$ cat src/hw/sscl_regs.vh
// Constants for the serial stepper control latch: offsets, fields, reset values and timing.
`ifndef SSCL_REGS_VH
`define SSCL_REGS_VH

`define SSCL_WORD_W 8
`define SSCL_ADDR_W 12

`define SSCL_ADDR_CTRL 12'h000
`define SSCL_ADDR_STATUS 12'h004
`define SSCL_ADDR_LOG 12'h008

`define SSCL_CTRL_SOFT_CLEAR 0
`define SSCL_CTRL_RUN_ALLOW 1
`define SSCL_CTRL_RESET 2'h2

`define SSCL_ST_STORE_LO 0
`define SSCL_ST_STORE_HI 7
`define SSCL_ST_SHIFT_LO 8
`define SSCL_ST_SHIFT_HI 15
`define SSCL_ST_LOG_VALID 16
`define SSCL_ST_OE_N 17
`define SSCL_ST_STANDBY 18
`define SSCL_ST_CLEAR_N 19
`define SSCL_ST_STAGE_ON 20
`define SSCL_ST_LOG_FULL 21

`define SSCL_LOG_VALID_BIT 8

`define SSCL_MAP_A_PHASE 7
`define SSCL_MAP_A_DRIVE 6
`define SSCL_MAP_B_PHASE 5
`define SSCL_MAP_B_DRIVE 4
`define SSCL_MAP_TORQUE_LEVEL_BIT1 3
`define SSCL_MAP_TORQUE_LEVEL_BIT2 2
`define SSCL_MAP_TORQUE_LEVEL_BIT3 1
`define SSCL_MAP_TRQ0 0

`define SSCL_LAST_STAGE 7
`define SSCL_WORD_CLEAR 8'h00
`define SSCL_DATA_ZERO 32'h00000000

`define SSCL_CLK_NS 25
`define SSCL_CHOP_HALF_NS 5000
`define SSCL_CHOP_CNT_W 8

`endif

$ cat src/hw/sscl_buf.v
// Two-entry buffer with valid and ready on both sides.
`timescale 1ns/1ps
`default_nettype none

module sscl_buf #(
    parameter WIDTH = 8
) (
    input wire clock,
    input wire resetn,
    input wire clear,
    input wire in_valid,
    output wire in_ready,
    input wire [WIDTH-1:0] in_data,
    output wire out_valid,
    input wire out_ready,
    output wire [WIDTH-1:0] out_data,
    output wire full
);

    reg [WIDTH-1:0] mem_q [0:1];
    reg wr_ptr_q;
    reg rd_ptr_q;
    reg [1:0] count_q;
    wire push;
    wire pop;

    assign in_ready = (count_q != 2'h2);
    assign out_valid = (count_q != 2'h0);
    assign full = ~in_ready;
    assign out_data = mem_q[rd_ptr_q];
    assign push = in_valid & in_ready;
    assign pop = out_valid & out_ready;

    always @(posedge clock) begin
        if (push) begin
            mem_q[wr_ptr_q] <= in_data;
        end
    end

    always @(posedge clock or negedge resetn) begin
        if (!resetn) begin
            wr_ptr_q <= 1'b0;
            rd_ptr_q <= 1'b0;
            count_q <= 2'h0;
        end else if (clear) begin
            wr_ptr_q <= 1'b0;
            rd_ptr_q <= 1'b0;
            count_q <= 2'h0;
        end else begin
            if (push) begin
                wr_ptr_q <= ~wr_ptr_q;
            end
            if (pop) begin
                rd_ptr_q <= ~rd_ptr_q;
            end
            if (push && !pop) begin
                count_q <= count_q + 2'h1;
            end else if (pop && !push) begin
                count_q <= count_q - 2'h1;
            end
        end
    end

endmodule

`default_nettype wire

$ cat src/hw/sscl_sync.v
// Two-stage synchroniser for one pin, with edge detection on the synchronised level.
`timescale 1ns/1ps
`default_nettype none

module sscl_sync #(
    parameter [0:0] RST_VAL = 1'b0
) (
    input wire clock,
    input wire resetn,
    input wire pin,
    output wire level,
    output wire rise,
    output wire fall
);

    reg meta_q;
    reg sync_q;
    reg prev_q;

    // The idle level matches what an undriven pin settles to, so no false edge at release.
    always @(posedge clock or negedge resetn) begin
        if (!resetn) begin
            meta_q <= RST_VAL;
            sync_q <= RST_VAL;
            prev_q <= RST_VAL;
        end else begin
            meta_q <= pin;
            sync_q <= meta_q;
            prev_q <= sync_q;
        end
    end

    assign level = sync_q;
    assign rise = sync_q & ~prev_q;
    assign fall = ~sync_q & prev_q;

endmodule

`default_nettype wire

$ cat src/hw/sscl_top.v
// Serial stepper control latch: shift and storage registers, cascade outputs, APB registers.
`timescale 1ns/1ps
`default_nettype none
`include "sscl_regs.vh"

module sscl_top (
    input wire clock,
    input wire resetn,
    input wire sck_in,
    input wire sdata_in,
    input wire register_clear_n,
    input wire latch_strobe_in,
    input wire output_enable_n,
    input wire standby_in,
    output reg winding_a_phase,
    output reg winding_a_drive,
    output reg winding_b_phase,
    output reg winding_b_drive,
    output reg torque_level_bit3,
    output reg torque_level_bit2,
    output reg torque_level_bit1,
    output reg torque_level_bit0,
    output reg output_stage_on,
    output reg chopping_oscillator,
    output reg cascade_data_out,
    output reg cascade_clock_out,
    output reg cascade_latch_out,
    output wire word_log_ready,
    input wire psel,
    input wire penable,
    input wire pwrite,
    input wire [`SSCL_ADDR_W-1:0] paddr,
    input wire [31:0] pwdata,
    output wire pready,
    output reg [31:0] prdata,
    output wire pslverr
);

    // The division is done at full width and cut to the counter on purpose.
    localparam integer CHOP_HALF_FULL = `SSCL_CHOP_HALF_NS / `SSCL_CLK_NS - 1;
    localparam [`SSCL_CHOP_CNT_W-1:0] CHOP_HALF_CYC = CHOP_HALF_FULL[`SSCL_CHOP_CNT_W-1:0];

    // Decodes a byte address into one-hot register selects.
    function [2:0] reg_sel;
        input [`SSCL_ADDR_W-1:0] addr;
        begin
            reg_sel = {addr == `SSCL_ADDR_LOG, addr == `SSCL_ADDR_STATUS,
                addr == `SSCL_ADDR_CTRL};
        end
    endfunction

    // Forces the whole control word off while the enable pin is high.
    function [`SSCL_WORD_W-1:0] gate_word;
        input oe_n;
        input [`SSCL_WORD_W-1:0] word;
        begin
            gate_word = oe_n ? `SSCL_WORD_CLEAR : word;
        end
    endfunction

    wire sck_lvl;
    wire sck_rise;
    wire sck_fall;
    wire sdata_lvl;
    wire clr_n_lvl;
    wire latch_lvl;
    wire latch_rise;
    wire oe_n_lvl;
    wire stby_lvl;

    reg [`SSCL_WORD_W-1:0] shift_q;
    reg [`SSCL_WORD_W-1:0] store_q;
    reg [1:0] ctrl_q;
    reg [`SSCL_CHOP_CNT_W-1:0] chop_cnt_q;
    reg [31:0] rdata_d;

    wire clear_act;
    wire [2:0] sel;
    wire setup_ph;
    wire access_ph;
    wire wr_en;
    wire rd_log;
    wire log_valid;
    wire log_full;
    wire [`SSCL_WORD_W-1:0] log_word;
    wire [`SSCL_WORD_W-1:0] gated_w;

    // Pin synchronisers; reset levels are the idle levels of undriven pins.
    sscl_sync #(.RST_VAL(1'b0)) u_sck (
        .clock(clock),
        .resetn(resetn),
        .pin(sck_in),
        .level(sck_lvl),
        .rise(sck_rise),
        .fall(sck_fall)
    );

    sscl_sync #(.RST_VAL(1'b0)) u_sdata (
        .clock(clock),
        .resetn(resetn),
        .pin(sdata_in),
        .level(sdata_lvl),
        .rise(),
        .fall()
    );

    sscl_sync #(.RST_VAL(1'b0)) u_clr (
        .clock(clock),
        .resetn(resetn),
        .pin(register_clear_n),
        .level(clr_n_lvl),
        .rise(),
        .fall()
    );

    sscl_sync #(.RST_VAL(1'b0)) u_latch (
        .clock(clock),
        .resetn(resetn),
        .pin(latch_strobe_in),
        .level(latch_lvl),
        .rise(latch_rise),
        .fall()
    );

    sscl_sync #(.RST_VAL(1'b1)) u_oe (
        .clock(clock),
        .resetn(resetn),
        .pin(output_enable_n),
        .level(oe_n_lvl),
        .rise(),
        .fall()
    );

    sscl_sync #(.RST_VAL(1'b0)) u_stby (
        .clock(clock),
        .resetn(resetn),
        .pin(standby_in),
        .level(stby_lvl),
        .rise(),
        .fall()
    );

    // Software clear acts like the clear pin so a stuck host can be recovered.
    assign clear_act = ~clr_n_lvl | ctrl_q[`SSCL_CTRL_SOFT_CLEAR];

    // Shift and storage registers.
    always @(posedge clock or negedge resetn) begin
        if (!resetn) begin
            shift_q <= `SSCL_WORD_CLEAR;
            store_q <= `SSCL_WORD_CLEAR;
        end else if (clear_act) begin
            shift_q <= `SSCL_WORD_CLEAR;
            store_q <= `SSCL_WORD_CLEAR;
        end else begin
            if (sck_rise) begin
                shift_q <= {shift_q[`SSCL_WORD_W-2:0], sdata_lvl};
            end
            if (latch_rise) begin
                store_q <= shift_q;
            end
        end
    end

    // Cascade outputs; data out changes only on the falling shift clock edge or when a clear forces it low.
    always @(posedge clock or negedge resetn) begin
        if (!resetn) begin
            cascade_data_out <= 1'b0;
            cascade_clock_out <= 1'b0;
            cascade_latch_out <= 1'b0;
        end else begin
            cascade_clock_out <= sck_lvl;
            cascade_latch_out <= latch_lvl;
            if (clear_act) begin
                cascade_data_out <= 1'b0;
            end else if (sck_fall) begin
                cascade_data_out <= shift_q[`SSCL_LAST_STAGE];
            end
        end
    end

    // Parallel control outputs, gated by the enable pin.
    assign gated_w = gate_word(oe_n_lvl, store_q);

    always @(posedge clock or negedge resetn) begin
        if (!resetn) begin
            winding_a_phase <= 1'b0;
            winding_a_drive <= 1'b0;
            winding_b_phase <= 1'b0;
            winding_b_drive <= 1'b0;
            torque_level_bit3 <= 1'b0;
            torque_level_bit2 <= 1'b0;
            torque_level_bit1 <= 1'b0;
            torque_level_bit0 <= 1'b0;
        end else begin
            winding_a_phase <= gated_w[`SSCL_MAP_A_PHASE];
            winding_a_drive <= gated_w[`SSCL_MAP_A_DRIVE];
            winding_b_phase <= gated_w[`SSCL_MAP_B_PHASE];
            winding_b_drive <= gated_w[`SSCL_MAP_B_DRIVE];
            torque_level_bit3 <= gated_w[`SSCL_MAP_TORQUE_LEVEL_BIT1];
            torque_level_bit2 <= gated_w[`SSCL_MAP_TORQUE_LEVEL_BIT2];
            torque_level_bit1 <= gated_w[`SSCL_MAP_TORQUE_LEVEL_BIT3];
            torque_level_bit0 <= gated_w[`SSCL_MAP_TRQ0];
        end
    end

    // Chopping oscillator runs only out of standby.
    always @(posedge clock or negedge resetn) begin
        if (!resetn) begin
            chop_cnt_q <= {`SSCL_CHOP_CNT_W{1'b0}};
            chopping_oscillator <= 1'b0;
            output_stage_on <= 1'b0;
        end else begin
            output_stage_on <= stby_lvl & ctrl_q[`SSCL_CTRL_RUN_ALLOW];
            if (!stby_lvl) begin
                chop_cnt_q <= {`SSCL_CHOP_CNT_W{1'b0}};
                chopping_oscillator <= 1'b0;
            end else if (chop_cnt_q == CHOP_HALF_CYC) begin
                chop_cnt_q <= {`SSCL_CHOP_CNT_W{1'b0}};
                chopping_oscillator <= ~chopping_oscillator;
            end else begin
                chop_cnt_q <= chop_cnt_q + {{(`SSCL_CHOP_CNT_W-1){1'b0}}, 1'b1};
            end
        end
    end

    // Latched words are logged for software while there is room; word_log_ready falls when full and later words are not logged.
    sscl_buf #(.WIDTH(`SSCL_WORD_W)) u_log (
        .clock(clock),
        .resetn(resetn),
        .clear(clear_act),
        .in_valid(latch_rise),
        .in_ready(word_log_ready),
        .in_data(shift_q),
        .out_valid(log_valid),
        .out_ready(rd_log),
        .out_data(log_word),
        .full(log_full)
    );

    // APB slave with no wait states; read data is prepared in the setup cycle.
    assign sel = reg_sel(paddr);
    assign setup_ph = psel & ~penable;
    assign access_ph = psel & penable;
    assign pready = 1'b1;
    assign pslverr = access_ph & ~(|sel);
    assign wr_en = access_ph & pwrite & sel[0];
    // A LOG read pops the oldest word, so software must not read it speculatively.
    assign rd_log = access_ph & ~pwrite & sel[2];

    always @(posedge clock or negedge resetn) begin
        if (!resetn) begin
            ctrl_q <= `SSCL_CTRL_RESET;
        end else if (wr_en) begin
            ctrl_q <= pwdata[1:0];
        end
    end

    always @* begin
        rdata_d = `SSCL_DATA_ZERO;
        if (sel[0]) begin
            rdata_d[1:0] = ctrl_q;
        end
        if (sel[1]) begin
            rdata_d[`SSCL_ST_STORE_HI:`SSCL_ST_STORE_LO] = store_q;
            rdata_d[`SSCL_ST_SHIFT_HI:`SSCL_ST_SHIFT_LO] = shift_q;
            rdata_d[`SSCL_ST_LOG_VALID] = log_valid;
            rdata_d[`SSCL_ST_OE_N] = oe_n_lvl;
            rdata_d[`SSCL_ST_STANDBY] = stby_lvl;
            rdata_d[`SSCL_ST_CLEAR_N] = clr_n_lvl;
            rdata_d[`SSCL_ST_STAGE_ON] = output_stage_on;
            rdata_d[`SSCL_ST_LOG_FULL] = log_full;
        end
        if (sel[2]) begin
            rdata_d[`SSCL_WORD_W-1:0] = log_word;
            rdata_d[`SSCL_LOG_VALID_BIT] = log_valid;
        end
    end

    always @(posedge clock or negedge resetn) begin
        if (!resetn) begin
            prdata <= `SSCL_DATA_ZERO;
        end else if (setup_ph && !pwrite) begin
            prdata <= rdata_d;
        end
    end

endmodule

`default_nettype wire
$ cat config.mk
export PLATFORM = sky130hd
export DESIGN_NAME = sscl_top
export DESIGN_NICKNAME = d
export VERILOG_FILES = /design/src/hw/sscl_buf.v /design/src/hw/sscl_sync.v /design/src/hw/sscl_top.v
export VERILOG_INCLUDE_DIRS = /design/src /design/src/hw
export SDC_FILE = /design/constraint.sdc
export NUM_CORES = 1
export LEC_CHECK = 0
export BUFFER_PORTS_ARGS = -buffer_cell sky130_fd_sc_hd__buf_2
export CAP_MARGIN = 40
export CORE_MARGIN = 8
export CORE_UTILIZATION = 40
export CTS_BUF_LIST = sky130_fd_sc_hd__clkbuf_4
export CTS_CLUSTER_SIZE = 25
export DETAILED_ROUTE_END_ITERATION = 8
export PLACE_DENSITY_LB_ADDON = 0.05
export RECOVER_POWER = 25
export SLEW_MARGIN = 20
export SYNTH_ARGS = -nofsm -noshare
export SYNTH_HDL_FRONTEND = slang
export SYNTH_SLANG_ARGS = --single-unit
$ cat constraint.sdc
create_clock -name clock -period 1.7 [get_ports clock]
set_input_delay 0 -clock clock [delete_from_list [all_inputs] [get_ports clock]]
set_output_delay 0 -clock clock [all_outputs]
set_load 0.02 [all_outputs]
After elaboration in Yosys (flattened, before gate mapping)
Memories as Yosys holds them, arrays and structs flattened.
Index checks and enable logic that the tools add are counted.
W data, S select, Z words.
- bits in writable memories: 16
- memories kept: 1
- memory bits (read-only): 0
- latch bits: 0
- input port bits: 55
- flip-flop bits (word level): 77
- $add $sub $neg: 3
- div/mod/pow operators: 0
- equality and inequality tests: 5
- multiplexer cells: 23
- multipliers: 0
- shift operators: 0
- reduce and logical (&&, ||, !) cells: 15
- bitwise operators: 25
- order comparisons: 0
- memories (memory ; depth ; width ; read ports ; clocked after memory_dff ; write ports ; RTL line ; RTL):
    u_log.mem_q ; 2 ; 8 ; 1 ; 0 ; 1 ; sscl_buf.v:20 ; reg [WIDTH-1:0] mem_q [0:1];
- operator list (operator ; number):
    $mux W8 ; 7
    $mux W22 ; 1
    $and A1 B1 Y1 ; 13
    $eq A12 B3 Y1 const B ; 1
    $eq A12 B4 Y1 const B ; 1
    $logic_not A12 Y1 ; 1
    $reduce_bool A2 Y1 ; 6
    $not A1 Y1 ; 11
    $mux W1 ; 10
    $mux W9 ; 1
    $add A8 B1 Y8 const B ; 1
    $eq A8 B8 Y1 const B ; 1
    $mux W2 ; 4
    $ne A2 B2 Y1 const B ; 2
    $logic_and A1 B1 Y1 ; 3
    $logic_not A1 Y1 ; 3
    $reduce_bool A3 Y1 ; 1
    $reduce_or A3 Y1 ; 1
    $add A2 B1 Y2 const B ; 1
    $sub A2 B1 Y2 const B ; 1
    $or A1 B1 Y1 ; 1

Longest topological paths before layout
- depth in word-level cells: 8
- gate-level depth with buffers: 6
- mapped depth without buffers: 5

Hierarchy
From an unflattened synthesis, not the netlist that was laid out.
- cell total of the unflattened synthesis: 297
- area, all modules: 3977.6 sq um
- modules (own cells, without submodules) (module ; times used ; area each (sq um) ; cells each):
    sscl_top ; 1 ; 2622.5 ; 217
    sscl_buf ; 1 ; 810.8 ; 50
    sscl_sync at u_clr ... ; 5 ; 90.1 ; 5
    sscl_sync at u_oe ; 1 ; 93.8 ; 5

Least setup slack after synthesis
Ideal clock, no wire load.
- kind: flip-flop to flip-flop
- from: register u_latch.prev_q
- to: memory u_log.mem_q[0][0] (enable)
- buffers on the path: 1
- cell stages (with the launch flop): 4
- data arrival time: 1.455 ns
- slack: -0.141 ns
- cell sequence: dfrtp_1 -> nand2b_1 -> clkbuf_1 -> nor3_1
- cells in the longest elaborated chain, start to end: 5
- ends and longest elaborated chain (element ; RTL line ; RTL):
    start, declared ; sscl_sync.v:18 ; reg prev_q;
    start signal, assigned ; sscl_sync.v:29 ; prev_q <= sync_q;
    $not A1 Y1 ; sscl_sync.v:34 ; assign rise = sync_q & ~prev_q;
    $and A1 B1 Y1 ; sscl_sync.v:34 ;
    $and A1 B1 Y1 ; sscl_buf.v:31 ; assign push = in_valid & in_ready;
    $mux W1 ; sscl_buf.v:35 ; if (push) begin
    $mux W1 (implied by the code) ; sscl_buf.v:36 ; mem_q[wr_ptr_q] <= in_data;
    end, declared ; sscl_buf.v:20 ;
No other way between the ends.

Worst setup path in the final report
- from: register chop_cnt_q[0]
- to: register chopping_oscillator
- cells in the longest elaborated chain, start to end: 2
- ends and longest elaborated chain (element ; RTL line ; RTL):
    start, declared ; sscl_top.v:74 ; reg [`SSCL_CHOP_CNT_W-1:0] chop_cnt_q;
    start signal, assigned ; sscl_top.v:209 ; chop_cnt_q <= {`SSCL_CHOP_CNT_W{1'b0}};
    start signal, assigned ; sscl_top.v:215 ; chop_cnt_q <= {`SSCL_CHOP_CNT_W{1'b0}};
    start signal, assigned ; sscl_top.v:218 ; chop_cnt_q <= {`SSCL_CHOP_CNT_W{1'b0}};
    $eq A8 B8 Y1 ; sscl_top.v:217 ; end else if (chop_cnt_q == CHOP_HALF_CYC) begin
    $ne A2 B2 Y1 (no line) ; - ;
    end signal, assigned ; sscl_top.v:219 ; chopping_oscillator <= ~chopping_oscillator;
    end, declared ; sscl_top.v:24 ; output reg chopping_oscillator,
No other way between the ends.
A chain may end at the register's enable or synchronous reset.

==> flow_summary.yaml <==
cts:
  cts_buffer_depth: 2
  cts-root-buf: "clkbuf_4"
  postCtsSetupBuffers: 0
  h-tree-depth: 3
  numClockSinks: 93
  worst_skew_pair.late_latency_ps: 430
  postCtsResizedCells: 0
  cts_buffers: 9
  cts_tree: "built"
  clk_pin_slew_ps: 160
worst_setup_path:
  critPathLaunchType: "flop"
  r2r_slack_ps: 80
  path_cells: "ha_1 > nand4_1 > or4_1 > xnor2_1 > and2_1"
  ff2ff_path_depth: 5
  worstPathRequired_ps: 2030
  r2r-start: "chop_cnt_q[0]"
  max_stage_delay_ps: 490
  endpoint_kind: "flop"
  critPathKind: "reg2reg"
  critPathLaunch: "chop_cnt_q[0]"
  crit_fanout: 4
  endpoint: "chopping_oscillator"
  cp_slowest_cell: "or4_1"
  r2r-end: "chopping_oscillator"
  worstPathArrival_ps: 1950
floorplanning:
  die-area_sq_mm: 0.0128
  rows: 35
  start_util_pct: 41.1
  die_y_um: 113
  ios: 103
  core-area_sq_mm: 0.00920
  die_w_um: 113
global_route:
  grt_use_total_pct: 13.4
  grt_antenna_before_repair: 0
  grt_pass1_vias: 2551
  grt_pass1_wl_um: 13700
  grt_max_degree: 42
  overflow: 0
route:
  drtAntennaViolNets: 0
  drt_iter0_markers: 123
  wire_per_inst_um: 15.7
  drt-total-wl_um: 7910
  route.detailed.drc: 0
  firstDrtPassIters: 4
  routed_via_density: 4.90
  vias: 2464
logic_synthesis:
  synth_top_area_share_pct: 49.0
  synthFlopType: "dfrtp_1"
  ys_ff_latch: 93
  synth_top_cell_by_area: "dfrtp_1"
  yosysWarnings: 0
  ys_top_cells_by_area: "dfrtp_1, edfxtp_1, nand2_1"
  netlist_area_sq_mm: 0.00378
  synthCells: 304
  synth_edf_count: 16
  yosys.cell_types.count: 44
  syn_avg_cell_area_sq_um: 12.4
  async_flop_share_pct: 82.8
  ys_seq_area_share_pct: 63.7
placement:
  dp_hpwl_um: 5540
  gp_congestion: 0.776
  io_buffers: 61
sta:
  fin_crit_ps: 1620
  fmax_mhz: 619
  timing.hold.ws_ps: 29.3
  finalCritPeriodShare_pct: 95.1
  slew_headroom_pct: 30.9
  worst_slew_pin_slew_ps: 1040
  setup_viol: 0
  hold_viol: 0
  rsz0062_at_grt: "yes"
  tns_ps: 0
  fin_skew_ps: 26.5
  final_max_slew_viol_count: 0
cells_and_area:
  antenna_cells: 0
  syn2layout_area_growth_pct: 18.7
  nFillCells: 829
  layout-drive-gt1-share_pct: 27.6
  fin_nets: 443
hold_path:
  min-delay-start: "paddr[4]"
  hold_class: "in2reg"
status:
  status: "finished, final reports clean"
job:
  max_cap_viol_count: 0
pwr:
  peakVddDrop_v: 0.000380
  leakagePower_nw: 2.11
  power.density_mw_per_mm2: 857
[cell usage after synthesis (all sizes together), types with 2 or more instances]
cell type / instances
nand4: 3
edfxtp: 16
nor3: 3
mux2i: 4
o31ai: 2
nor2b: 14
dfrtp: 74
nand2: 40
a22o: 13
a21boi: 2
nand3: 4
nor2: 15
buf: 15
and3: 2
xor2: 3
xnor2: 3
dfstp: 3
conb: 2
a221o: 7
a211oi: 2
clkbuf: 8
inv: 6
a21oi: 22
nor4: 5
nand2b: 5
mux2: 8
and2: 10
[per-stage QoR]
| step | total power [mW] | util [%] | std cells | worst slack, ps | instance area (sq um) |
|---|---|---|---|---|---|
| 3_3_place_gp | 2.76 | 45.9 | 473 | 112 | 4230 |
| 3_5_place_dp | 2.76 | 45.9 | 473 | 101 | 4230 |
| 5_1_grt | 4.05 | 48.8 | 503 | -4.71 | 4490 |
| 6_report | 3.85 | 48.8 | 503 | 83.3 | 4490 |
| 2_1_floorplan | 2.62 | - | 313 | 81.5 | 3820 |
| 4_1_cts | 3.93 | 48.8 | 503 | 63.7 | 4490 |
[worst min path at each step]
| stage | to | slack, ps | depth (start not counted) |
|---|---|---|---|
| floorplan | cascade_data_out | -300 | 0 |
| global placement | prdata[19] | 20 | 1 |
| detailed placement | prdata[19] | 20 | 1 |
| CTS | u_log.rd_ptr_q | 0.9 | 5 |
| global route | u_log.rd_ptr_q | 7 | 5 |
| finish | u_log.rd_ptr_q | 30 | 5 |
[where the power goes]
group	leakage (nW)	internal, mW	switching (mW)	total [mW]
combinational	0.856	0.128	0.229	0.358
clock	0.0663	0.322	0.796	1.12
sequential	1.19	2.33	0.0433	2.37
[state kept, by name, indices dropped and copies added, names as in the netlist, 2 cells and up]
signal         flops
u_log.mem_q       16
shift_q            8
ctrl_q             2
chop_cnt_q         8
u_log.count_q      2
store_q            8
prdata            22
[cell type report]
cell class / instances / area, sq um / share of cell area (%)
tap: 111 / 139 / 3.09
multi-input combinational: 191 / 1250 / 27.9
inverter: 6 / 22.5 / 0.502
clock buffer: 9 / 67.6 / 1.51
timing repair buffer: 86 / 541 / 12.0
sequential: 93 / 2410 / 53.7
clock inverter: 7 / 57.6 / 1.28
[logic make-up (layout without fill, tap and decap cells)]
family / count (synthesis) / count (layout) / share of synthesized area (%)
AO/OA/AOI/OAI: 54 / 54 / 10.4
XOR/XNOR: 6 / 6 / 1.39
adder cells (fa/ha/maj): 1 / 1 / 0.331
buffers and inverters: 29 / 108 / 4.23
flip-flops: 93 / 93 / 63.7
multiplexers: 12 / 12 / 3.44
other: 2 / 11 / 0.199
AND/OR/NAND/NOR: 107 / 107 / 16.2
[worst max-delay path, delay by kind of cell, from the launching register on]
| family | cells | cell delay, ps |
|---|---|---|
| fa+ha+maj | 1 | 240 |
| xor+xnor | 1 | 150 |
| simple gates | 3 | 740 |
| flops | 1 | 400 |
[metal layers]
layer  share of wire [%]  GRT usage (%)
met2                  44           19.4
met5                   0              0
met3                 6.6           4.37
met1                  49           18.3
met4                0.64           4.26
[placed cells by master, fill, tap and decap left out, types with 3 or more instances in the layout]
master / netlist / layout
dfrtp_1: 74 / 74
buf_2: 2 / 60
nand2_1: 40 / 40
a21oi_1: 22 / 22
edfxtp_1: 16 / 16
nor2_1: 15 / 15
nor2b_1: 14 / 14
dlygate4sd3_1: 0 / 14
a22o_1: 13 / 13
conb_1: 2 / 11
and2_1: 10 / 10
buf_4: 13 / 10
clkbuf_4: 0 / 9
mux2_2: 8 / 8
a221o_1: 7 / 7
inv_1: 6 / 6
nand2b_1: 5 / 5
mux2i_1: 4 / 4
nand4_1: 3 / 3
nand3_1: 3 / 3
xnor2_1: 3 / 3
xor2_1: 3 / 3
nor4_4: 3 / 3
dfstp_2: 3 / 3
[repair_timing]
action | 4_1_cts | 5_1_grt
setup endpoints to repair | 0 | 2
hold buffers | 14 | 0
hold endpoints to repair | 88 | 0
No activity file was read; power rests on OpenSTA's default activity.
